`src/hw/clr_pkg.sv`:
```
// Shared constants and types of the counter latch and read-back block
package clr_pkg;
  localparam int NUM_CNT = 3;
  localparam logic [1:0] ADDR_CNT0 = 2'h0;
  localparam logic [1:0] ADDR_CNT1 = 2'h1;
  localparam logic [1:0] ADDR_CNT2 = 2'h2;
  localparam logic [1:0] ADDR_CTRL = 2'h3;
  // Command byte field positions
  localparam int TARGET_SEL_HI = 7;
  localparam int TARGET_SEL_LO = 6;
  localparam int BYTE_FORMAT_HI = 5;
  localparam int BYTE_FORMAT_LO = 4;
  localparam int RB_COUNT_N = 5;
  localparam int RB_STATUS_N = 4;
  localparam int READBACK_PICK_ZERO = 1;
  localparam int MODE_MSB = 5;
  // Status byte field positions
  localparam int STS_OUT_BIT = 7;
  localparam int STS_PEND_BIT = 6;
  localparam logic [1:0] TARGET_READBACK = 2'h3;
  localparam logic [1:0] FMT_LATCH = 2'h0;
  localparam logic [1:0] FMT_LSB = 2'h1;
  localparam logic [1:0] FMT_MSB = 2'h2;
  localparam logic [1:0] FMT_BOTH = 2'h3;
  // Values after reset
  localparam logic [5:0] MODE_RST = 6'h00;
  localparam logic [15:0] COUNT_RST = 16'h0000;
  localparam logic [7:0] BYTE_ZERO = 8'h00;
  typedef enum logic {
    POS_LO = 1'b0,
    POS_HI = 1'b1
  } clr_pos_e;
endpackage

```
`src/hw/clr_cmd_if.sv`:
```
// Decoded command strobes passed from the command decoder to the counters
`timescale 1ns/1ps
interface clr_cmd_if;
  logic [2:0] mode_wr;
  logic [2:0] cnt_lat;
  logic [2:0] sts_lat;
  logic [2:0] data_wr;
  logic [7:0] wdata;
  modport dec (output mode_wr, output cnt_lat, output sts_lat, output data_wr, output wdata);
  modport ctl (input mode_wr, input cnt_lat, input sts_lat, input data_wr, input wdata);
endinterface

```
`src/hw/clr_cmd_dec.sv`:
```
// Command port decoder: latch, read-back, mode and count write strobes
`timescale 1ns/1ps
module clr_cmd_dec (
  input wire logic wr_en,
  input wire logic [1:0] addr,
  input wire logic [7:0] wdata,
  clr_cmd_if.dec cmd
);
  logic [1:0] target;
  logic [1:0] fmt;

  assign target = wdata[clr_pkg::TARGET_SEL_HI:clr_pkg::TARGET_SEL_LO];
  assign fmt = wdata[clr_pkg::BYTE_FORMAT_HI:clr_pkg::BYTE_FORMAT_LO];

  always_comb begin
    cmd.mode_wr = 3'h0;
    cmd.cnt_lat = 3'h0;
    cmd.sts_lat = 3'h0;
    cmd.data_wr = 3'h0;
    cmd.wdata = wdata;
    if (wr_en && addr == clr_pkg::ADDR_CTRL) begin
      if (target == clr_pkg::TARGET_READBACK) begin
        for (int i = 0; i < clr_pkg::NUM_CNT; i++) begin
          if (wdata[clr_pkg::READBACK_PICK_ZERO + i]) begin
            cmd.cnt_lat[i] = ~wdata[clr_pkg::RB_COUNT_N];
            cmd.sts_lat[i] = ~wdata[clr_pkg::RB_STATUS_N];
          end
        end
      end else if (fmt == clr_pkg::FMT_LATCH) begin
        cmd.cnt_lat[target] = 1'b1;
      end else begin
        cmd.mode_wr[target] = 1'b1;
      end
    end else if (wr_en) begin
      cmd.data_wr[addr] = 1'b1;
    end
  end
endmodule

```
`src/hw/clr_rd_pick.sv`:
```
// Per-counter read byte selection and the flag updates a read causes
`timescale 1ns/1ps
module clr_rd_pick (
  input wire logic [1:0] fmt,
  input wire clr_pkg::clr_pos_e pos,
  input wire logic sts_latched,
  input wire logic cnt_latched,
  input wire logic [7:0] status,
  input wire logic [15:0] held,
  input wire logic [15:0] live,
  output logic [7:0] rd_byte,
  output logic next_sts_latched,
  output logic next_cnt_latched,
  output clr_pkg::clr_pos_e next_pos
);
  logic [15:0] value;

  assign value = cnt_latched ? held : live;

  always_comb begin
    rd_byte = value[7:0];
    next_sts_latched = sts_latched;
    next_cnt_latched = cnt_latched;
    next_pos = pos;
    if (sts_latched) begin
      rd_byte = status;
      next_sts_latched = 1'b0;
    end else begin
      case (fmt)
        clr_pkg::FMT_MSB: begin
          rd_byte = value[15:8];
          next_cnt_latched = 1'b0;
        end
        clr_pkg::FMT_BOTH: begin
          if (pos == clr_pkg::POS_LO) begin
            next_pos = clr_pkg::POS_HI;
          end else begin
            rd_byte = value[15:8];
            next_pos = clr_pkg::POS_LO;
            next_cnt_latched = 1'b0;
          end
        end
        default: begin
          next_cnt_latched = 1'b0;
        end
      endcase
    end
  end
endmodule

```
`src/hw/clr_top.sv`:
```
// Counter latch, read-back and status read path of a three-counter timer
`timescale 1ns/1ps
module clr_top (
  input wire logic CLK,
  input wire logic RESETN,
  input wire logic [1:0] ADDR,
  input wire logic WR_EN,
  input wire logic RD_EN,
  input wire logic [7:0] WDATA,
  input wire logic [47:0] CE_COUNT,
  input wire logic [2:0] CE_OUT,
  input wire logic [2:0] CE_LOADED,
  output logic [7:0] RDATA,
  output logic RDATA_VALID,
  output wire logic [47:0] COUNT_HOLD,
  output wire logic [2:0] COUNT_LOAD,
  output wire logic [17:0] MODE_WORD,
  output wire logic [2:0] MODE_NEW,
  output wire logic [2:0] LOAD_PENDING
);

  // ----------------------------------------------------------------
  // Command decoding
  // ----------------------------------------------------------------
  clr_cmd_if cmd_bus ();

  clr_cmd_dec u_dec (
    .wr_en(WR_EN),
    .addr(ADDR),
    .wdata(WDATA),
    .cmd(cmd_bus.dec)
  );

  wire [7:0] rd_byte [3];

  // ----------------------------------------------------------------
  // Per-counter latch, status and byte sequencing
  // ----------------------------------------------------------------
  for (genvar i = 0; i < clr_pkg::NUM_CNT; i++) begin : g_ch
    logic [5:0] mode;
    logic [1:0] fmt;
    logic pend;
    logic [15:0] count_holding_reg;
    logic load;
    logic mode_new;
    clr_pkg::clr_pos_e wr_pos;
    clr_pkg::clr_pos_e rd_pos;
    clr_pkg::clr_pos_e next_rd_pos;
    logic cnt_latched;
    logic next_cnt_latched;
    logic [15:0] held;
    logic sts_latched;
    logic next_sts_latched;
    logic [7:0] status;
    logic [7:0] live_status;
    logic [15:0] live;
    logic rd_hit;
    logic wr_done;
    logic mode_wr;
    logic cnt_lat;
    logic sts_lat;
    logic data_wr;
    logic cnt_take;
    logic sts_take;

    // ------------------------------------------------------------
    // Strobes and live values of this counter
    // ------------------------------------------------------------
    // One strobe per counter, so a command aimed elsewhere leaves
    // every register of this counter untouched
    assign live = CE_COUNT[16*i +: 16];
    assign fmt = mode[clr_pkg::BYTE_FORMAT_HI:clr_pkg::BYTE_FORMAT_LO];
    assign rd_hit = RD_EN && (ADDR == 2'(i));
    assign mode_wr = cmd_bus.mode_wr[i];
    assign cnt_lat = cmd_bus.cnt_lat[i];
    assign sts_lat = cmd_bus.sts_lat[i];
    assign data_wr = cmd_bus.data_wr[i];

    // A request to a latch still unread is refused, the first capture stands
    assign cnt_take = cnt_lat && !cnt_latched;
    assign sts_take = sts_lat && !sts_latched;

    // A count is complete on a one-byte write or on the second byte
    assign wr_done = data_wr && (fmt != clr_pkg::FMT_BOTH || wr_pos == clr_pkg::POS_HI);

    // ------------------------------------------------------------
    // Status as it would be captured right now
    // ------------------------------------------------------------
    always_comb begin
      live_status = clr_pkg::BYTE_ZERO;
      live_status[clr_pkg::STS_OUT_BIT] = CE_OUT[i];
      live_status[clr_pkg::STS_PEND_BIT] = pend;
      live_status[clr_pkg::MODE_MSB:0] = mode;
    end

    // ------------------------------------------------------------
    // Programmed mode
    // ------------------------------------------------------------
    // Latch commands never reach this register, only mode words do
    always_ff @(posedge CLK or negedge RESETN) begin
      if (!RESETN) begin
        mode <= clr_pkg::MODE_RST;
      end else if (mode_wr) begin
        mode <= cmd_bus.wdata[clr_pkg::MODE_MSB:0];
      end
    end

    // Tells the counting element that a new mode word has arrived
    always_ff @(posedge CLK or negedge RESETN) begin
      if (!RESETN) begin
        mode_new <= 1'b0;
      end else begin
        mode_new <= mode_wr;
      end
    end

    // ------------------------------------------------------------
    // Count holding register and write byte order
    // ------------------------------------------------------------
    always_ff @(posedge CLK or negedge RESETN) begin
      if (!RESETN) begin
        wr_pos <= clr_pkg::POS_LO;
      end else if (mode_wr) begin
        wr_pos <= clr_pkg::POS_LO;
      end else if (data_wr && fmt == clr_pkg::FMT_BOTH) begin
        wr_pos <= (wr_pos == clr_pkg::POS_LO) ? clr_pkg::POS_HI : clr_pkg::POS_LO;
      end
    end

    always_ff @(posedge CLK or negedge RESETN) begin
      if (!RESETN) begin
        count_holding_reg <= clr_pkg::COUNT_RST;
      end else if (data_wr) begin
        case (fmt)
          clr_pkg::FMT_MSB: begin
            count_holding_reg <= {cmd_bus.wdata, clr_pkg::BYTE_ZERO};
          end
          clr_pkg::FMT_BOTH: begin
            if (wr_pos == clr_pkg::POS_LO) begin
              count_holding_reg[7:0] <= cmd_bus.wdata;
            end else begin
              count_holding_reg[15:8] <= cmd_bus.wdata;
            end
          end
          default: begin
            count_holding_reg <= {clr_pkg::BYTE_ZERO, cmd_bus.wdata};
          end
        endcase
      end
    end

    // ------------------------------------------------------------
    // Count write completion
    // ------------------------------------------------------------
    // The pulse follows the byte that completes the count by one cycle
    always_ff @(posedge CLK or negedge RESETN) begin
      if (!RESETN) begin
        load <= 1'b0;
      end else begin
        load <= wr_done;
      end
    end

    // ------------------------------------------------------------
    // Load-pending flag
    // ------------------------------------------------------------
    // A new write in the same cycle as a load wins: that count is not yet loaded
    always_ff @(posedge CLK or negedge RESETN) begin
      if (!RESETN) begin
        pend <= 1'b0;
      end else if (mode_wr) begin
        pend <= 1'b1;
      end else if (wr_done) begin
        pend <= 1'b1;
      end else if (CE_LOADED[i]) begin
        pend <= 1'b0;
      end
    end

    // ------------------------------------------------------------
    // Count output latch
    // ------------------------------------------------------------
    // Until loaded, the element still holds the old count, so that is what is caught
    always_ff @(posedge CLK or negedge RESETN) begin
      if (!RESETN) begin
        cnt_latched <= 1'b0;
      end else if (mode_wr) begin
        cnt_latched <= 1'b0;
      end else if (cnt_lat) begin
        cnt_latched <= 1'b1;
      end else if (rd_hit) begin
        cnt_latched <= next_cnt_latched;
      end
    end

    always_ff @(posedge CLK or negedge RESETN) begin
      if (!RESETN) begin
        held <= clr_pkg::COUNT_RST;
      end else if (cnt_take) begin
        held <= live;
      end
    end

    // ------------------------------------------------------------
    // Status latch
    // ------------------------------------------------------------
    always_ff @(posedge CLK or negedge RESETN) begin
      if (!RESETN) begin
        sts_latched <= 1'b0;
      end else if (mode_wr) begin
        sts_latched <= 1'b0;
      end else if (sts_lat) begin
        sts_latched <= 1'b1;
      end else if (rd_hit) begin
        sts_latched <= next_sts_latched;
      end
    end

    always_ff @(posedge CLK or negedge RESETN) begin
      if (!RESETN) begin
        status <= clr_pkg::BYTE_ZERO;
      end else if (sts_take) begin
        status <= live_status;
      end
    end

    // ------------------------------------------------------------
    // Read byte order
    // ------------------------------------------------------------
    // Kept per counter, so other counters may be touched between the bytes
    always_ff @(posedge CLK or negedge RESETN) begin
      if (!RESETN) begin
        rd_pos <= clr_pkg::POS_LO;
      end else if (mode_wr) begin
        rd_pos <= clr_pkg::POS_LO;
      end else if (rd_hit) begin
        rd_pos <= next_rd_pos;
      end
    end

    clr_rd_pick u_pick (
      .fmt(fmt),
      .pos(rd_pos),
      .sts_latched(sts_latched),
      .cnt_latched(cnt_latched),
      .status(status),
      .held(held),
      .live(live),
      .rd_byte(rd_byte[i]),
      .next_sts_latched(next_sts_latched),
      .next_cnt_latched(next_cnt_latched),
      .next_pos(next_rd_pos)
    );

    // ------------------------------------------------------------
    // Outputs toward the counting elements
    // ------------------------------------------------------------
    assign COUNT_HOLD[16*i +: 16] = count_holding_reg;
    assign COUNT_LOAD[i] = load;
    assign MODE_WORD[6*i +: 6] = mode;
    assign MODE_NEW[i] = mode_new;
    assign LOAD_PENDING[i] = pend;
  end

  // ----------------------------------------------------------------
  // Read data register
  // ----------------------------------------------------------------
  // The command port is write only; reading it returns zero
  always_ff @(posedge CLK or negedge RESETN) begin
    if (!RESETN) begin
      RDATA <= clr_pkg::BYTE_ZERO;
    end else if (RD_EN) begin
      if (ADDR == clr_pkg::ADDR_CNT0) begin
        RDATA <= rd_byte[0];
      end else if (ADDR == clr_pkg::ADDR_CNT1) begin
        RDATA <= rd_byte[1];
      end else if (ADDR == clr_pkg::ADDR_CNT2) begin
        RDATA <= rd_byte[2];
      end else begin
        RDATA <= clr_pkg::BYTE_ZERO;
      end
    end
  end

  // Exactly one cycle after the strobe; nothing on this bus ever waits
  always_ff @(posedge CLK or negedge RESETN) begin
    if (!RESETN) begin
      RDATA_VALID <= 1'b0;
    end else begin
      RDATA_VALID <= RD_EN;
    end
  end

endmodule

```
`config.mk`:
```
export PLATFORM = sky130hd
export DESIGN_NAME = clr_top
export DESIGN_NICKNAME = d
export VERILOG_FILES = /design/src/hw/clr_pkg.sv /design/src/hw/clr_cmd_if.sv /design/src/hw/clr_cmd_dec.sv /design/src/hw/clr_rd_pick.sv /design/src/hw/clr_top.sv
export SDC_FILE = /design/constraint.sdc
export NUM_CORES = 1
export LEC_CHECK = 0
export ABC_AREA = 0
export BUFFER_PORTS_ARGS = -buffer_cell sky130_fd_sc_hd__buf_4
export CORE_ASPECT_RATIO = 0.7
export CORE_UTILIZATION = 55
export DETAILED_ROUTE_END_ITERATION = 8
export MAX_ROUTING_LAYER = met4
export PLACE_DENSITY = 0.8
export SYNTH_ARGS = -nofsm -noshare
export SYNTH_HDL_FRONTEND = slang
export SYNTH_SLANG_ARGS = --single-unit
```
`constraint.sdc`:
```
create_clock -name CLK -period 2.55 [get_ports CLK]
set_clock_uncertainty 0.15 [all_clocks]
set_input_delay 0.3825 -clock CLK [delete_from_list [all_inputs] [get_ports CLK]]
set_output_delay 0.3825 -clock CLK [all_outputs]
set_load 0.01 [all_outputs]
```
==> results of run 1 <==
## layer usage
metal  track usage  routed length [um]
met1         0.411                9270
met2         0.444                9480
met3        0.0668                1700
met4        0.0745                 217
met5             -                   0
## per-stage QoR
stage	instances	setup WS [ns]	area, um^2	util	power (uW)
CTS	1072	0.468	9680	0.691	7860
global placement	1040	0.255	9160	0.654	5480
finish	1072	0.436	9680	0.691	7830
floorplan	744	0.585	7960	-	4640
global route	1072	0.203	9680	0.691	8200
detailed placement	1040	0.196	9160	0.654	5590
## power breakdown
group          total (uW)  internal, uW  leakage (uW)  switching, uW
clock                2260          1250      0.000249           1010
combinational        1990           953       0.00214           1040
sequential           3580          3180       0.00218            395
total                7830          5390       0.00457           2440
## critical path, delay by kind of cell, from the launching register on
family           cells  cell delay, ns
AO/OA/AOI/OAI        2            1.13
flip-flops           1            0.50
AND/OR/NAND/NOR      1            0.15
## worst max path at each step
stage	end	cells past startpoint	startpoint	slack, ns
final	g_ch[2].pend$_DFFE_PN0P_	3	g_ch[2].mode[4]$_DFFE_PN0P_	0.44
after detailed placement	g_ch[0].held[12]$_DFFE_PN0P_	5	WDATA[6]	0.20
after floorplan	g_ch[0].held[10]$_DFFE_PN0P_	5	WDATA[6]	0.58
after CTS	g_ch[2].pend$_DFFE_PN0P_	3	g_ch[2].mode[4]$_DFFE_PN0P_	0.47
after global routing	g_ch[2].pend$_DFFE_PN0P_	3	g_ch[2].mode[4]$_DFFE_PN0P_	0.20
after global placement	g_ch[0].held[6]$_DFFE_PN0P_	5	WDATA[6]	0.26
## placed cells by master, fill, tap and decap left out, types with 13 or more instances in the layout
cell	n
dfrtp_1	168
buf_4	165
nand2_1	119
mux2_2	88
o21ai_0	65
nand3_1	39
mux2i_1	24
nand2b_1	22
nor2_1	20
clkbuf_16	17
nor2b_1	13
a21oi_1	13
## logic make-up after synthesis
| kind of cell | Yosys count |
|---|---|
| xor+xnor | 6 |
| compound gates | 144 |
| buf+inv | 71 |
| mux | 112 |
| flops | 168 |
| simple gates | 243 |
## cell type report
class | instances | area [um^2]
clock buffer | 22 | 454
timing repair buffer | 168 | 1280
inverter | 10 | 37.5
fill | 1025 | 4330
sequential | 168 | 4200
multi-input combinational | 505 | 3410
tap | 190 | 238
clock inverter | 9 | 53.8
## timing repair
action	in CTS	in global routing
buffers inserted	0	0
hold buffers	1	0
endpoints found under the hold margin	168	0
==> results.cfg, run 1 <==
[grt]
grt_pass1_vias = 5983
overflow = 0
grt_pass1_wl_mm = 32.5
grt_usage = 0.296
grt_antenna_before_repair = 0
grt_max_degree = 117

[sta]
max_freq_mhz = 473
slew_headroom = 0.289
setup_violations = 0
setup_tns_ns = 0
slew_violations = 0
grt_setup_unrepaired = no
hold_viol_final = 0
fin_hold_ws_ns = 0.0424
finalCritPeriodShare = 0.829
tightestPinTransition_ns = 1.06
period_needed_ns = 2.11

[yosys]
synth_area_leaders = dfrtp_1, mux2_2, nand2_1
synth_cell_type_count = 50
syn_area_um2 = 7960
synth_top_family_by_area = multiplexers
yosys-mux-area-fraction = 0.155
syn_inst = 744
yosysMostFrequentCell = dfrtp_1
avgSynthCellArea_um2 = 10.7
synth_compound_area_frac = 0.117
yosys_register_bits = 168
syn-num-nets = 812
synth_xor_area_frac = 0.00661
yosys-top-cells-count = dfrtp_1, nand2_1, mux2_2
synth_edf_count = 0
synthFlopType = dfrtp_1
synth_top_cell_by_area = dfrtp_1
synth_top_area_share = 0.528
synth_seq_area_share = 0.528
yosys_warnings = 0
synthAdderAreaFrac = 0
postSynth.asyncResetShare = 1.00
synthSimpleGateAreaFrac = 0.151

[floorplan]
initial_core_util = 0.568
dieArea_um2 = 15000
ioPinCount = 152
fp.dieW_um = 146
core_area_um2 = 14000
die_h_um = 103
placementRows = 36

[clock_tree]
cts_tree = done
cts.clk_slew.worst_paths_ns = 0.06
cts_sinks = 168
numCtsBuffers = 17
cts-root-buf = clkbuf_16
htree_levels = 4
ctsResizeCount = 0
insertion_delay_ns = 0.43
cts_buffer_depth = 2

[place]
routabilityCongestion = 0.884
port_buffers = 151
post-dp-hpwl_mm = 14.4

[critical_path]
critPathArrivalTime_ns = 2.20
reg2reg_slack_ns = 0.44
critPathLaunchType = register
rr_endpoint = g_ch[2].pend$_DFFE_PN0P_
path_cells = nand2_1 > o21bai_1 > o221ai_1
critical_path_class = reg -> reg
end_kind = register
required_ns = 2.64
crit_path_top_delay_cell = o21bai_1
r2r_cells = 3
rr_startpoint = g_ch[2].mode[4]$_DFFE_PN0P_
cp_slowest_stage_delay_ns = 0.85
crit_fanout = 18

[detailed_routing]
wl_per_cell_um = 19.3
detail-route-antenna-nets = 0
finalWirelength_mm = 20.7
via_count = 6240
vias_per_cell = 5.82
dr.pass1.iters = 6
drc_errors = 0
first_iter_violations = 490

[worst_hold_path]
worstHoldEndpoint = g_ch[1].status[7]$_DFFE_PN0P_
worstHoldPathType = in -> reg
holdPathStages = 2
hp-start = CE_OUT[1]

[final_layout]
nNetsFinal = 938
syn_to_final_growth_pct = 21.6
final_layout_size_suffix_gt1_frac = 0.333
diodes = 0

[job]
max_cap_viol_count = 0

[power]
power_leakage_uw = 0.00457
ir_worst_vdd_uv = 532
power_density_nw_per_um2 = 809

[status]
status = completed
No activity file was read; power rests on OpenSTA's default activity.
==> inputs of run 2 (changes only) <==
clock period = 1.95 ns   (was 2.55 ns; I/O delays follow)
==> results.cfg, run 2 (synthesis gave the netlist of run 1 again) <==
[status]
status = completed

[sta]
slew_headroom = 0.589
hold_viol_final = 0
period_needed_ns = 1.84
tightestPinTransition_ns = 0.616
grt_setup_unrepaired = no
max_freq_mhz = 543
slew_violations = 0
finalCritPeriodShare = 0.944
setup_violations = 0
fin_hold_ws_ns = 0.0101

[power]
power_density_nw_per_um2 = 1060
power.total_uw = 11300
power_leakage_uw = 0.00505
ir_worst_vdd_uv = 643

[clock_tree]
post_cts_buffers = 0
cts-root-buf = clkbuf_16
cts_tree = done
insertion_delay_ns = 0.43
cts_sinks = 168
numCtsBuffers = 17
cts_buffer_depth = 2
cts.clk_slew.worst_paths_ns = 0.06
htree_levels = 4

[final_layout]
final_layout_size_suffix_gt1_frac = 0.341
nNetsFinal = 1021
multi_input_area_um2 = 3410
ff_latch_area_um2 = 4200
final_core_util = 0.763
final_common_cell = buf_4
diodes = 0
mostFrequentLayoutCells = buf_4, dfrtp_1, nand2_1
fillers = 912
syn_to_final_growth_pct = 34.4
instances_no_fill = 1155

[place]
post-dp-hpwl_mm = 14.9
placedCellCount = 1070
port_buffers = 151
routabilityCongestion = 0.893

[critical_path]
end_kind = output port
required_ns = 1.51
critPathArrivalTime_ns = 1.40
critPathLaunchType = register
reg2reg_slack_ns = 0.18
rr_endpoint = RDATA[4]$_DFFE_PN0P_
r2r_cells = 4
critical_path_class = reg -> out
crit_fanout = 16
rr_startpoint = g_ch[0].mode[4]$_DFFE_PN0P_

[floorplan]
initial_core_util = 0.568
fp.dieW_um = 146
die_h_um = 103
ioPinCount = 152
placementRows = 36
core_area_um2 = 14000
dieArea_um2 = 15000

[grt]
grt_max_degree = 53
grt_usage = 0.314
grt_pass1_wl_mm = 34.2
grt_antenna_before_repair = 0
overflow = 0
grt_pass1_vias = 6488

[detailed_routing]
drc_errors = 0
via_count = 6663
detail-route-antenna-nets = 0
vias_per_cell = 5.77
wl_per_cell_um = 18.8
dr.pass1.iters = 5
finalWirelength_mm = 21.7
first_iter_violations = 441

[worst_hold_path]
hp-start = CE_LOADED[0]
holdPathStages = 3
worstHoldPathType = in -> reg
worstHoldEndpoint = g_ch[0].pend$_DFFE_PN0P_

[job]
max_cap_viol_count = 0
## run 2: cell count changes in the layout (fill, tap and decap cells not counted), sizes merged
| cell | before | now |
|---|---|---|
| buf | 167 | 197 |
| bufinv | 0 | 6 |
| clkbuf | 22 | 19 |
| clkinv | 8 | 6 |
| clkinvlp | 2 | 0 |
| dlygate4sd3 | 1 | 54 |
| inv | 9 | 10 |
## run 2: metrics by stage
stage	setup TNS, ns	cell area [um^2]	setup slack [ns]
global route	0	10700	0.0311
finish	0	10700	0.110
floorplan	0	7960	0.0749
detailed placement	-1.35	9470	-0.0935
global placement	-1.04	9470	-0.0659
CTS	0	10700	0.109
## run 2: layout make-up
type / instances / area share
Timing Repair Buffer: 251 / 0.199
Sequential cell: 168 / 0.393
Clock inverter: 12 / 0.0207
Tap cell: 190 / 0.0222
Multi-Input combinational cell: 505 / 0.319
Clock buffer: 19 / 0.0424
Inverter: 10 / 0.00351
## run 2: repair_timing
action,CTS,global route
gates resized for setup,1,0
endpoints found under the setup margin,1,0
hold buffers,54,0
hold endpoints to repair,100,0
## run 2: metal layers
layer / vias to the layer above / share of wire / global-route usage
met5: - / 0 / -
met4: 0 / 0.019 / 0.110
met3: 42 / 0.072 / 0.0535
met2: 300 / 0.46 / 0.477
met1: 3284 / 0.45 / 0.430
li1: 3037 / - / -
## run 2: power by group
| group | total, uW | internal [uW] | switching (uW) |
|---|---|---|---|
| clock network | 3870 | 2460 | 1400 |
| logic | 2800 | 1410 | 1390 |
| registers | 4670 | 4160 | 511 |
## run 2: critical path: stages, from the launching register on
cell and delay (ns):
dfrtp_1 0.36, buf_4 0.21, buf_4 0.24, buf_4 0.15
## run 2: how the worst max path moves through the flow
stage / start / to / cells past startpoint
6_report: g_ch[2].mode[5]$_DFFE_PN0P_ / MODE_WORD[17] / 3
4_1_cts: g_ch[2].mode[5]$_DFFE_PN0P_ / MODE_WORD[17] / 3
3_3_place_gp: WDATA[6] / g_ch[0].held[7]$_DFFE_PN0P_ / 6
2_1_floorplan: WDATA[6] / g_ch[0].held[10]$_DFFE_PN0P_ / 5
5_1_grt: g_ch[0].mode[4]$_DFFE_PN0P_ / RDATA[3]$_DFFE_PN0P_ / 5
3_5_place_dp: WDATA[6] / g_ch[0].held[4]$_DFFE_PN0P_ / 6
==> inputs of run 3 (changes only) <==
SYNTH_HIERARCHICAL = 1   (was unset)
==> results.cfg, run 3 <==
[final_layout]
final_common_cell = buf_4
nNetsFinal = 1022
diodes = 0
syn_to_final_growth_pct = 31.0
mostFrequentLayoutCells = buf_4, dfrtp_1, mux2_2
fillers = 978
final_layout_size_suffix_gt1_frac = 0.392
instances_no_fill = 1162

[job]
max_cap_viol_count = 0

[worst_hold_path]
worstHoldPathType = in -> reg
holdPathStages = 4
worstHoldEndpoint = g_ch[0].pend$_DFFE_PN0P_
hp-start = CE_LOADED[0]

[clock_tree]
cts.clk_slew.worst_paths_ns = 0.07
htree_levels = 4
insertion_delay_ns = 0.44
cts_sinks = 168
numCtsBuffers = 17
cts-root-buf = clkbuf_16
cts_tree = done
cts_buffer_depth = 2

[sta]
fin_hold_ws_ns = 0.0156
slew_violations = 0
slew_headroom = 0.609
setup_violations = 0
fin_ws_ns = 0.0151
grt_setup_unrepaired = yes
period_needed_ns = 1.93
max_freq_mhz = 517
hold_viol_final = 0
finalCritPeriodShare = 0.992
tightestPinTransition_ns = 0.586

[detailed_routing]
wl_per_cell_um = 19.2
first_iter_violations = 576
drc_errors = 0
vias_per_cell = 5.76
dr.pass1.iters = 7
via_count = 6698
finalWirelength_mm = 22.3
detail-route-antenna-nets = 0

[yosys]
synth_area_leaders = dfrtp_1, mux2_2, mux2i_1
yosys_register_bits = 168
syn_inst = 753
synth_top_cell_by_area = dfrtp_1
yosys-top-cells-count = dfrtp_1, mux2_2, nand2_1
synth_cell_type_count = 43
yosysMostFrequentCell = dfrtp_1
syn-num-nets = 821
postSynth.asyncResetShare = 1.00
synth_edf_count = 0
avgSynthCellArea_um2 = 11.3
synth_top_area_share = 0.492
syn_area_um2 = 8550
synthFlopType = dfrtp_1
yosys_warnings = 6
synth_seq_area_share = 0.492

[critical_path]
rr_endpoint = RDATA[1]$_DFFE_PN0P_
r2r_cells = 7
cp-startpoint = g_ch[0].cnt_latched$_DFFE_PN0P_
path_buf_inv = 1
critical_path_class = reg -> reg
reg2reg_slack_ns = 0.02
worst_path_most_repeated_cell = mux2i_1
cpLargestDelayFamily = simple AND/OR/NAND/NOR gates
critPathArrivalTime_ns = 2.14
critPathLaunchType = register
path_cells = buf_12 > mux2i_1 > and3_1 > o31ai_2 > mux2i_1 > or2_2 > a31oi_2
end_kind = register
rr_startpoint = g_ch[0].cnt_latched$_DFFE_PN0P_
crit_fanout = 27
required_ns = 2.15
crit_path_top_delay_cell = dfrtp_1
cp_slowest_stage_delay_ns = 0.40

[floorplan]
dieArea_um2 = 16000
placementRows = 37
die_h_um = 106
ioPinCount = 152
fp.dieW_um = 151
initial_core_util = 0.572
core_area_um2 = 15000

[grt]
grt_max_degree = 56
overflow = 0
grt_usage = 0.305
grt_antenna_before_repair = 0
grt_pass1_wl_mm = 36.0
grt_pass1_vias = 6904

[place]
port_buffers = 151
routabilityCongestion = 0.855
dpl_worst_slack_ns = -0.273
placedCellCount = 1075
post-dp-hpwl_mm = 15.1

[status]
status = completed

[power]
power_density_nw_per_um2 = 1040
power_leakage_uw = 0.00546
ir_worst_vdd_uv = 658
power.total_uw = 11700
-- run 3: changes by cell type in the layout (fill, tap and decap cells not counted), sizes merged, moves of 14 or more --
cell and change:
and2b +15, a22o +24, and3 +27, nor2b +14, nand2 -38, nand3 -31, mux2i +32, inv +23
o31ai +20, a221oi +24, nand2b -16, o21ai -63
-- run 3: area by class of cell --
cell class | instances | area [um^2] | area share
inverters | 32 | 120 | 0.0107
clock buffers | 22 | 484 | 0.0433
well taps | 195 | 244 | 0.0218
repair buffers | 257 | 2180 | 0.195
flip-flops and latches | 168 | 4210 | 0.376
clock inverters | 10 | 141 | 0.0126
multi-input cells | 478 | 3820 | 0.341
-- run 3: repair_timing --
action | 4_1_cts | 5_1_grt
cloned | 0 | 0
setup endpoints to repair | 7 | 8
endpoints found under the hold margin | 203 | 0
hold buffers | 54 | 0
resized for setup | 2 | 6
pin swaps | 0 | 2
setup buffers | 0 | 1
-- run 3: logic make-up (layout without fill, tap and decap cells) --
group	Yosys count	after routing	share of synthesized area
buf+inv	107	321	0.0660
mux	146	146	0.184
compound gates	117	117	0.122
simple gates	206	206	0.129
other cells	3	3	0.00132
xor+xnor	6	6	0.00615
flops	168	168	0.492
-- run 3: worst max path at each step --
stage | depth (start not counted) | endpoint | slack (ns)
finish | 7 | RDATA[1]$_DFFE_PN0P_ | 0.02
global route | 7 | RDATA[2]$_DFFE_PN0P_ | -0.06
CTS | 7 | RDATA[1]$_DFFE_PN0P_ | 0.01
detailed placement | 6 | g_ch[1].held[15]$_DFFE_PN0P_ | -0.27
global placement | 6 | g_ch[1].held[11]$_DFFE_PN0P_ | -0.23
floorplan | 6 | g_ch[2].held[10]$_DFFE_PN0P_ | 0.01
-- run 3: per-stage QoR --
| stage | util | area, um^2 | setup TNS (ns) |
|---|---|---|---|
| after floorplan | - | 8550 | 0 |
| after global placement | 0.668 | 9980 | -8.33 |
| after detailed placement | 0.668 | 9980 | -10.08 |
| after CTS | 0.746 | 11200 | 0 |
| after global routing | 0.749 | 11200 | -0.213 |
| final | 0.749 | 11200 | 0 |
-- run 3: routing by layer --
metal	global-route usage	vias up	routed length, um
met4	0.0893	0	414
met1	0.402	3354	9620
met2	0.473	278	10700
met3	0.0678	36	1550
li1	-	3030	-
met5	-	-	0
-- run 3: power breakdown --
group          leakage [uW]  internal, uW  switching (uW)
Clock              0.000303          2160            1430
Combinational       0.00299          1760            1600
Sequential          0.00217          4170             535
-- run 3: worst reg2reg max path: stages (launching register included) --
cell     delay, ns
dfrtp_1       0.40
buf_12        0.17
mux2i_1       0.13
and3_1        0.19
o31ai_2       0.25
mux2i_1       0.11
or2_2         0.29
a31oi_2       0.16
